## config.mk

```make
export PLATFORM = sky130hd
export DESIGN_NAME = wdt_core
export DESIGN_NICKNAME = d
export VERILOG_FILES = /design/src/common/wdt_pkg.sv /design/src/hdl/wdt_core.sv /design/src/hdl/wdt_prescaler.sv
export VERILOG_INCLUDE_DIRS = /design/src /design/src/common
export SDC_FILE = /design/constraint.sdc
export NUM_CORES = 1
export LEC_CHECK = 0
export BUFFER_PORTS_ARGS = -buffer_cell sky130_fd_sc_hd__buf_2
export CORE_MARGIN = 5
export CORE_UTILIZATION = 60
export CTS_CLUSTER_DIAMETER = 100
export DETAILED_ROUTE_END_ITERATION = 10
export GPL_TIMING_DRIVEN = 0
export PLACE_DENSITY_LB_ADDON = 0.25
export SKIP_LAST_GASP = 1
export SLEW_MARGIN = 25
export SYNTH_ARGS = -nofsm -noshare
export SYNTH_HDL_FRONTEND = slang
export SYNTH_SLANG_ARGS = --single-unit
```

## constraint.sdc

```tcl
create_clock -name core_clk_i -period 2.9 [get_ports core_clk_i]
set_clock_uncertainty 0.1 [all_clocks]
set_input_delay 0.58 -clock core_clk_i [delete_from_list [all_inputs] [get_ports core_clk_i]]
set_output_delay 0.58 -clock core_clk_i [all_outputs]
set_load 0.1 [all_outputs]
```

## src/common/wdt_regs.svh

```systemverilog
// timing counts, reset values and field positions of the watchdog timer
// What this block does
// - after any application reset the watchdog runs and monitors without software help
// - disable and enable instructions switch the watchdog off and on at any time before the reset request
// - on overflow first raise a prewarning interrupt, afterwards a reset request
// - sixteen-bit counter advancing on a prescaled tick, divide by 256 or 16384
// - loading takes the start count from the programmable reload value register
// - each service before the reset request reloads the counter and clears the prescaler together
// - reset defaults give about 6.5 ms interval at a 10 MHz system clock
`ifndef WDT_REGS_SVH
`define WDT_REGS_SVH

// ----------------------------------------------------------------------------
// widths and fields
// ----------------------------------------------------------------------------
`define WDT_CNT_W        16
`define WDT_PRESC_W      14
`define WDT_RELOAD_W     8
`define WDT_RELOAD_LSB   8
`define WDT_CNT_MAX      16'hffff
`define WDT_LOW_FILL     8'h00
`define WDT_DIV256_MASK  14'h00ff
`define WDT_DIV16K_MASK  14'h3fff

// ----------------------------------------------------------------------------
// reset values: 256 ticks of 256 clocks, 6.55 ms at 10 MHz
// ----------------------------------------------------------------------------
`define WDT_DEF_INTERVAL_US 6500
`define WDT_DEF_FSYS_KHZ    10000
`define WDT_RELOAD_RST      8'hff
`define WDT_PRESC_RST       1'b0

// ----------------------------------------------------------------------------
// timing: delay between prewarning and reset request
// ----------------------------------------------------------------------------
`define WDT_CLK_PERIOD_NS   20
`define WDT_PREWARN_NS      1000
`define WDT_PREWARN_CYC     ((`WDT_PREWARN_NS + `WDT_CLK_PERIOD_NS - 1) / `WDT_CLK_PERIOD_NS)
`define WDT_WAIT_W          6

`endif

```

## src/common/wdt_pkg.sv

```systemverilog
// types shared by the watchdog timer files
package wdt_pkg;
  typedef enum logic {
    WDT_DIV_256,
    WDT_DIV_16384
  } wdt_presc_e;

  typedef enum logic [1:0] {
    WDT_RUN,
    WDT_PREWARN,
    WDT_RESREQ
  } wdt_state_e;
endpackage

```

## src/hdl/wdt_core.sv

```systemverilog
// watchdog timer: enable control, counter, prewarning and reset request
`timescale 1ns/1ps
`include "wdt_regs.svh"
module wdt_core (
  input  wire logic                      core_clk_i,    // system clock, 50 MHz
  input  wire logic                      arst_n_i,      // async reset, active low
  input  wire logic                      ce_i,          // clock enable, freezes all state
  input  wire logic                      service_i,     // service instruction strobe
  input  wire logic                      disable_i,     // watchdog_disable_instruction strobe
  input  wire logic                      enable_i,      // watchdog_enable_instruction strobe
  input  wire logic                      cfg_we_i,      // write reload value and ratio
  input  wire logic [`WDT_RELOAD_W-1:0]  cfg_reload_i,  // new reload value
  input  wire wdt_pkg::wdt_presc_e       cfg_presc_i,   // new prescaler ratio
  output logic                           enabled_o,     // watchdog enabled
  output logic [`WDT_CNT_W-1:0]          count_o,       // counter value
  output logic [`WDT_RELOAD_W-1:0]       reload_o,      // reload_value_register contents
  output logic                           prewarn_o,     // prewarning interrupt pulse
  output logic                           reset_req_o    // reset request, held till reset
);
  import wdt_pkg::*;

  localparam int unsigned PREWARN_CYC = `WDT_PREWARN_CYC;
  localparam int unsigned WAIT_LAST_I = PREWARN_CYC - 1;
  localparam logic [`WDT_WAIT_W-1:0] WAIT_LAST = WAIT_LAST_I[`WDT_WAIT_W-1:0];

  // --------------------------------------------------------------------------
  // state
  // --------------------------------------------------------------------------
  wdt_state_e              state;
  wdt_state_e              next_state;
  wdt_presc_e              presc_sel;
  logic [`WDT_WAIT_W-1:0]  wait_cnt;
  logic                    tick;

  // --------------------------------------------------------------------------
  // decode
  // --------------------------------------------------------------------------
  // once the reset request is up only a new reset clears it; services are refused
  wire                     live       = state != WDT_RESREQ;
  wire                     run        = enabled_o && live;
  wire                     srv_hit    = service_i && live;
  wire                     ovf_fire   = run && tick && (count_o == `WDT_CNT_MAX);
  wire                     wait_done  = wait_cnt == WAIT_LAST;
  // reload fills the high byte only, so the shortest interval is 256 ticks
  wire [`WDT_CNT_W-1:0]    load_val   = {reload_o, `WDT_LOW_FILL};
  // enable beats disable in the same cycle: fail-safe side wins
  wire                     next_en    = enable_i ? 1'b1 : (disable_i ? 1'b0 : enabled_o);
  wire [`WDT_CNT_W-1:0]    next_count = srv_hit ? load_val : (run && tick ? count_o + 1'b1 : count_o);
  wire [`WDT_WAIT_W-1:0]   next_wait  = (state == WDT_PREWARN) ? wait_cnt + 1'b1 : '0;

  // the prescaler tick is combinational; everything the core drives out is registered
  wdt_prescaler u_presc (
    .core_clk_i (core_clk_i),
    .arst_n_i   (arst_n_i),
    .ce_i       (ce_i),
    .run_i      (run),
    .clr_i      (srv_hit),
    .sel_i      (presc_sel),
    .tick_o     (tick)
  );

  // --------------------------------------------------------------------------
  // sequencer
  // --------------------------------------------------------------------------
  always_comb begin
    next_state = state;
    unique case (state)
      WDT_RUN: begin
        if (ovf_fire && !srv_hit) begin
          next_state = WDT_PREWARN;
        end
      end
      WDT_PREWARN: begin
        // a late service or a disable still rescues the system
        if (srv_hit || !enabled_o) begin
          next_state = WDT_RUN;
        end else if (wait_done) begin
          next_state = WDT_RESREQ;
        end
      end
      WDT_RESREQ: begin
        next_state = WDT_RESREQ;
      end
      // the fourth code is illegal; a corrupted state fails safe into the reset request
      default: begin
        next_state = WDT_RESREQ;
      end
    endcase
  end

  // --------------------------------------------------------------------------
  // registers
  // --------------------------------------------------------------------------
  // ce_i low freezes every flop, prescaler included, so an interval resumes where it stopped
  always_ff @(posedge core_clk_i or negedge arst_n_i) begin
    if (!arst_n_i) begin
      enabled_o <= 1'b1;
      state     <= WDT_RUN;
      wait_cnt  <= '0;
    end else if (ce_i) begin
      enabled_o <= next_en;
      state     <= next_state;
      wait_cnt  <= next_wait;
    end
  end

  always_ff @(posedge core_clk_i or negedge arst_n_i) begin
    if (!arst_n_i) begin
      count_o <= {`WDT_RELOAD_RST, `WDT_LOW_FILL};
    end else if (ce_i) begin
      count_o <= next_count;
    end
  end

  always_ff @(posedge core_clk_i or negedge arst_n_i) begin
    if (!arst_n_i) begin
      reload_o  <= `WDT_RELOAD_RST;
      presc_sel <= wdt_presc_e'(`WDT_PRESC_RST);
    end else if (ce_i && cfg_we_i) begin
      reload_o  <= cfg_reload_i;
      presc_sel <= cfg_presc_i;
    end
  end

  always_ff @(posedge core_clk_i or negedge arst_n_i) begin
    if (!arst_n_i) begin
      prewarn_o   <= 1'b0;
      reset_req_o <= 1'b0;
    end else if (ce_i) begin
      prewarn_o   <= (state == WDT_RUN) && (next_state == WDT_PREWARN);
      reset_req_o <= next_state == WDT_RESREQ;
    end
  end

  // --------------------------------------------------------------------------
  // checks
  // --------------------------------------------------------------------------
  // helper flags: first cycle after reset, any config write, warning pending
  logic first_cyc;
  logic cfg_seen;
  logic warned;

  always_ff @(posedge core_clk_i or negedge arst_n_i) begin
    if (!arst_n_i) begin
      first_cyc <= 1'b1;
      cfg_seen  <= 1'b0;
      warned    <= 1'b0;
    end else if (ce_i) begin
      first_cyc <= 1'b0;
      cfg_seen  <= cfg_seen || cfg_we_i;
      warned    <= prewarn_o || (warned && state != WDT_RUN);
    end
  end
endmodule // wdt_core

```

## src/hdl/wdt_prescaler.sv

```systemverilog
// selectable system clock prescaler producing the watchdog tick
`timescale 1ns/1ps
`include "wdt_regs.svh"
module wdt_prescaler (
  input  wire logic               core_clk_i, // system clock
  input  wire logic               arst_n_i,   // async reset, active low
  input  wire logic               ce_i,       // clock enable
  input  wire logic               run_i,      // count while high
  input  wire logic               clr_i,      // clear to zero
  input  wire wdt_pkg::wdt_presc_e sel_i,     // division ratio
  output logic                    tick_o      // one-cycle tick
);
  import wdt_pkg::*;

  logic [`WDT_PRESC_W-1:0] cnt;
  wire  [`WDT_PRESC_W-1:0] term_mask;
  wire  [`WDT_PRESC_W-1:0] next_cnt;

  assign term_mask = (sel_i == WDT_DIV_16384) ? `WDT_DIV16K_MASK : `WDT_DIV256_MASK;
  // terminal count of the selected low bits; upper bits ignored for div 256
  assign tick_o    = run_i && !clr_i && ((cnt & term_mask) == term_mask);
  assign next_cnt  = clr_i ? '0 : (run_i ? cnt + 1'b1 : cnt);

  always_ff @(posedge core_clk_i or negedge arst_n_i) begin
    if (!arst_n_i) begin
      cnt <= '0;
    end else if (ce_i) begin
      cnt <= next_cnt;
    end
  end
endmodule // wdt_prescaler

```

**Yosys cells after proc, flatten, opt, wreduce, memory -nomap -nowiden**

Index checks and enable logic that the tools add are counted.

- Muxes and demuxes: 12
- Magnitude comparators: 0
- Equality and inequality tests: 7
- Reduce and logical (&&, ||, !) cells: 19
- Divide/modulo/power cells: 0
- Bitwise gates (word level): 1
- Add/sub/neg operators: 3
- Multipliers: 0
- Shifts and indexed selects: 0

Operators with widths:

| kind | count |
|---|---|
| 14-bit 2-to-1 mux | 3 |
| 16-bit 2-to-1 mux | 2 |
| 16-bit by 1-bit adder with 16-bit output, second input constant | 1 |
| 16-bit == test, second input constant | 1 |
| 14-bit by 1-bit adder with 14-bit output, second input constant | 1 |
| 14-bit bitwise AND | 1 |
| 14-bit == test | 1 |
| 1-bit logical AND | 9 |
| 6-bit by 1-bit adder with 6-bit output, second input constant | 1 |
| 6-bit == test, second input constant | 1 |
| 2-bit 2-to-1 mux | 3 |
| 6-bit 2-to-1 mux | 1 |
| 2-bit AND reduction | 3 |
| 2-bit nonzero test | 3 |
| 2-bit by 1-bit == test with 1-bit output, second input constant | 2 |
| 2-bit one-hot mux with 2 select lines | 1 |
| 2-bit == test, second input constant | 1 |
| 1-bit zero test | 2 |
| 2-bit zero test | 1 |
| 1-bit 2-to-1 mux | 2 |
| 2-bit != test, second input constant | 1 |
| 1-bit logical OR | 1 |

- Bits in writable memories: 0
- Memory bits (read-only): 0
- Bits in latches: 0
- Memories kept: 0
- Register bits: 50
- Word-level logic and storage cells: 51

**Logic depth before layout (Yosys ltp)**

- Depth in word-level cells: 12
- Mapped depth: 7

**Cells and area by module**

From an unflattened synthesis, not the netlist that was laid out.

- Cell total of the unflattened synthesis: 285
- Area, all modules: 2808.9 sq um

By module, submodules not included:

| module | seq. area each (sq um) | times used | area an instance (sq um) | cells each |
|---|---|---|---|---|
| wdt_core | 922.1 | 1 | 1931.9 | 192 |
| wdt_prescaler | 350.3 | 1 | 877.1 | 93 |

**Least setup slack after synthesis**

OpenSTA, ideal clock, no wires.

- Path type: register to register
- From: register count_o[0]
- To: register count_o[14]
- Data arrival time: 2230 ps
- Setup time: 62 ps
- Slack: 508 ps
- Stages on the path, launching flop included: 7
- Required time: 2738 ps
- Clock period less this slack: 2392 ps
- Cells stage by stage: dfrtp_1 -> ha_1 -> and4_1 -> nand3_1 -> or2_0 -> nor3_1 -> o32a_1

- Word-level cells in the longest chain between the ends: 3

Ends and longest elaborated chain:

| element | RTL line | RTL |
|---|---|---|
| from (decl) | wdt_core.sv:15 | `` output logic [`WDT_CNT_W-1:0] count_o, `` |
| from (signal assigned) | wdt_core.sv:109 | `` count_o <= {`WDT_RELOAD_RST, `WDT_LOW_FILL}; `` |
| from (signal assigned) | wdt_core.sv:111 | `count_o <= next_count;` |
| 16-bit by 1-bit adder with 16-bit output | wdt_core.sv:48 | `` wire [`WDT_CNT_W-1:0] next_count = srv_hit ? load_val : (run && tick ? count_o + 1'b1 : count_o); `` |
| 16-bit 2-to-1 mux (2 in a row) | wdt_core.sv:48 |  |

No other way between the ends. The select of a mux whose other input is x is not followed.
A chain may end at the register's enable or synchronous reset.

**Final worst setup path**

- From: register enabled_o
- To: register count_o[7]

- Word-level cells in the longest chain between the ends: 6

Ends and longest elaborated chain:

| element | RTL line | RTL |
|---|---|---|
| from (decl) | wdt_core.sv:14 | `output logic enabled_o,` |
| from (signal assigned) | wdt_core.sv:101 | `enabled_o <= next_en;` |
| 1-bit logical AND * | wdt_core.sv:40 | `wire run = enabled_o && live;` |
| 1-bit logical AND (2 in a row) | wdt_prescaler.sv:21 | `assign tick_o = run_i && !clr_i && ((cnt & term_mask) == term_mask);` |
| 1-bit logical AND * | wdt_core.sv:48 |  |
| 2-bit nonzero test (no source line) * | n/a |  |
| 2-bit AND reduction (no source line) * | n/a |  |

Mark *: on every way between the ends. The rest lies on a longest branch, timed or not.

==> metrics <==
outcome=finished, final reports clean; Post-synth EDFFs=0; num ports=43; Slowest-stage cell, CP=dfstp_2; post-detailed-route wirelength per cell=15.7 um; Core ar.=0.00432 mm^2; Finish-stage setup viols=0; initial antenna violation count=0; maximum capacitance violations=0; element type at the critical path end=register; WHS=0.169 ns; Fin Setup TNS=0 ns; Max VDD drop=around 0.48 mV; Post-DP HPWL=4040 um; total number of vias=~2,200; met3 WL=~280 um; Mapped Area=0.00264 mm^2; PD cells=643 mW/mm^2; share of layout cells above drive strength 1=30.0%; CTS tree=yes; period utilisation layout=70.7%; met2 WL post-DR=~2700 um; commonest non-fill, non-tap cells in the layout=43 x buf_2, 33 x dfrtp_1, 28 x nor2_1; Initial Utilization=61.1%; first-pass GRT wire length=10,200 um; worst-margin pin slew=0.790 ns; CP required=3.00 ns; H-tree Lvls=2; CTS max path bufs=2; final hold vios=0; n_diodes=0; Synth Register Bits=50; area grow syn2layout=15.9%; Overflow after GRT=0; Main synth FF type=dfrtp_1; Post-CTS Setup Inserts=0; cell mode on critical path=o21a_1; die width=between 70 and 80 um; vias per std cell=between 5 and 6; HP Class=in2async; DR DRC count=0; CP bufs+invs=1; Setup WS post-layout=0.851 ns; YS warnings=0; RSZ-0062 raised after global routing=false; top sig layer=met4; vias in the first global route=approximately 2,100; WL met1=between 2000 and 3000 um; DRT iter0 DRCs=154; CP top delay family=simple AND/OR/NAND/NOR gates; Die Area=around 0.006 mm^2; CTS Hold Buffers Added=0; Root Driver=clkbuf_8; Inst Count DP=357; pre-CTS setup slack=0.781 ns; post-cts sizing count=0; crit path max fanout=8; CTS Buf Count=5; Synth Net Count=roughly 280; cell count after synthesis=263; gpl congestion=0.830; NumNets Final=332; Final ANT Viol Nets=0; # clock sinks=50; gr usage total=20.9%; asr flop ratio synth=100%; startpoint types=register; Period minus WS final=2.05 ns; Clock Pin Slew Worst Setup and Hold Paths=0.10 ns; Worst slew margin=47.1%; drt first pass iters=5; non-filler cells, final=365; Seq/Total Area, Yosys=48.1%; final max-slew violation count=0; worst-skew pair later-pin latency=0.31 ns; PortBufs=42; fmax=488 MHz; Total Wirelength=5740 um; LEAKAGE=0.00134 uW; most common cell after layout, fill and taps aside=buf_2; critical setup path kind=reg2reg; Synth cell types=58; pin count of the biggest net entering global routing=between 50 and 60; Rows=24; slowest stage delay, CP=0.54 ns; syn avg cell area=10.1 um^2; WP data arrival=between 2 and 2.5 ns; CP Cell Sequence=buf_2 -> nand2b_4 -> nor3b_4 -> nand4_1 -> o21a_1 -> o21a_1; die height=76.4 um
-- cells in the mapped netlist (3+ instances only) --
master,n,area (um^2)
a21oi_1,11,55.1
a22o_1,3,26.3
a31oi_1,3,18.8
and3_1,6,37.5
dfrtp_1,33,826
dfstp_2,17,447
ha_1,4,50.1
inv_1,5,18.8
mux2_2,10,113
nand2_1,26,97.6
nand3_1,16,80.1
nand4_1,4,25.0
nor2_1,28,105
nor3_1,10,50.1
o21ai_0,15,75.1
o22a_1,3,26.3
o22ai_1,4,25.0
or3_1,5,31.3
xnor2_1,10,87.6
xor2_1,3,26.3
-- path summary, 6_finish.rpt --
check	from	end	slack, ns	cells after the start
max in group asynchronous	arst_n_i	count_o[4]$_DFFE_PN0P_	2.09	1
min reg2reg	count_o[15]$_DFFE_PN1P_	count_o[15]$_DFFE_PN1P_	0.42	1
min	arst_n_i	u_presc.cnt[8]$_DFFE_PN0P_	0.17	1
min in group core_clk_i	enable_i	enabled_o$_DFFE_PN1P_	0.40	2
max	enabled_o$_DFFE_PN1P_	count_o[7]$_DFFE_PN0P_	0.85	6
max reg2reg	enabled_o$_DFFE_PN1P_	count_o[7]$_DFFE_PN0P_	0.85	6
-- cell families (layout without fill, tap and decap cells) --
group | Yosys count | count (layout) | synth area share (%)
xor gates and xnor gates | 13 | 13 | 4.31
and+or+nand+nor | 117 | 117 | 24.5
DFF | 50 | 50 | 48.1
AOI/OAI and AO/OA | 55 | 55 | 13.9
muxes | 11 | 11 | 4.64
adders and majority gates | 4 | 4 | 1.89
buffers and inverters | 13 | 63 | 2.65
-- registers in the layout, indices dropped and copies added, names as in the netlist, 2 cells and up --
register and count:
state 2, count_o 16, u_presc.cnt 14, reload_o 8, wait_cnt 6
-- final cells by class --
| cell class | count | area, um^2 |
|---|---|---|
| multi-input combinational | 200 | 1300 |
| clock buffer | 6 | 82.6 |
| sequential | 50 | 1270 |
| buffer | 8 | 51.3 |
| tap | 52 | 65.1 |
| fill | 329 | 1260 |
| inverter | 5 | 18.8 |
| clock inverter | 2 | 60.1 |
| timing repair buffer | 42 | 213 |
-- stage by stage --
stage | area, um^2 | util [%] | total power, uW
floorplan | 2640 | - | 1280
global route | 3060 | 70.9 | 2050
detailed placement | 2920 | 67.6 | 1370
global placement | 2920 | 67.5 | 1360
finish | 3060 | 70.9 | 1970
CTS | 3060 | 70.9 | 1980
-- worst register-to-register path, cell delays in order, from the launching register on --
cell and delay, ns:
dfstp_2 0.54, buf_2 0.20, nand2b_4 0.10, nor3b_4 0.32, nand4_1 0.27, o21a_1 0.24
o21a_1 0.17
-- layer usage --
layer,track usage [%],up-vias
li1,-,1051
met1,29.5,1051
met2,33.1,65
met3,3.19,5
met4,6.64,0
met5,0,-
-- power breakdown --
group	internal [uW]	switching [uW]	total [uW]	leakage, uW
registers	782	54.0	836	0.000631
clock network	368	240	608	0.0000714
logic	111	413	525	0.000633
No activity file was read; power rests on OpenSTA's default activity.
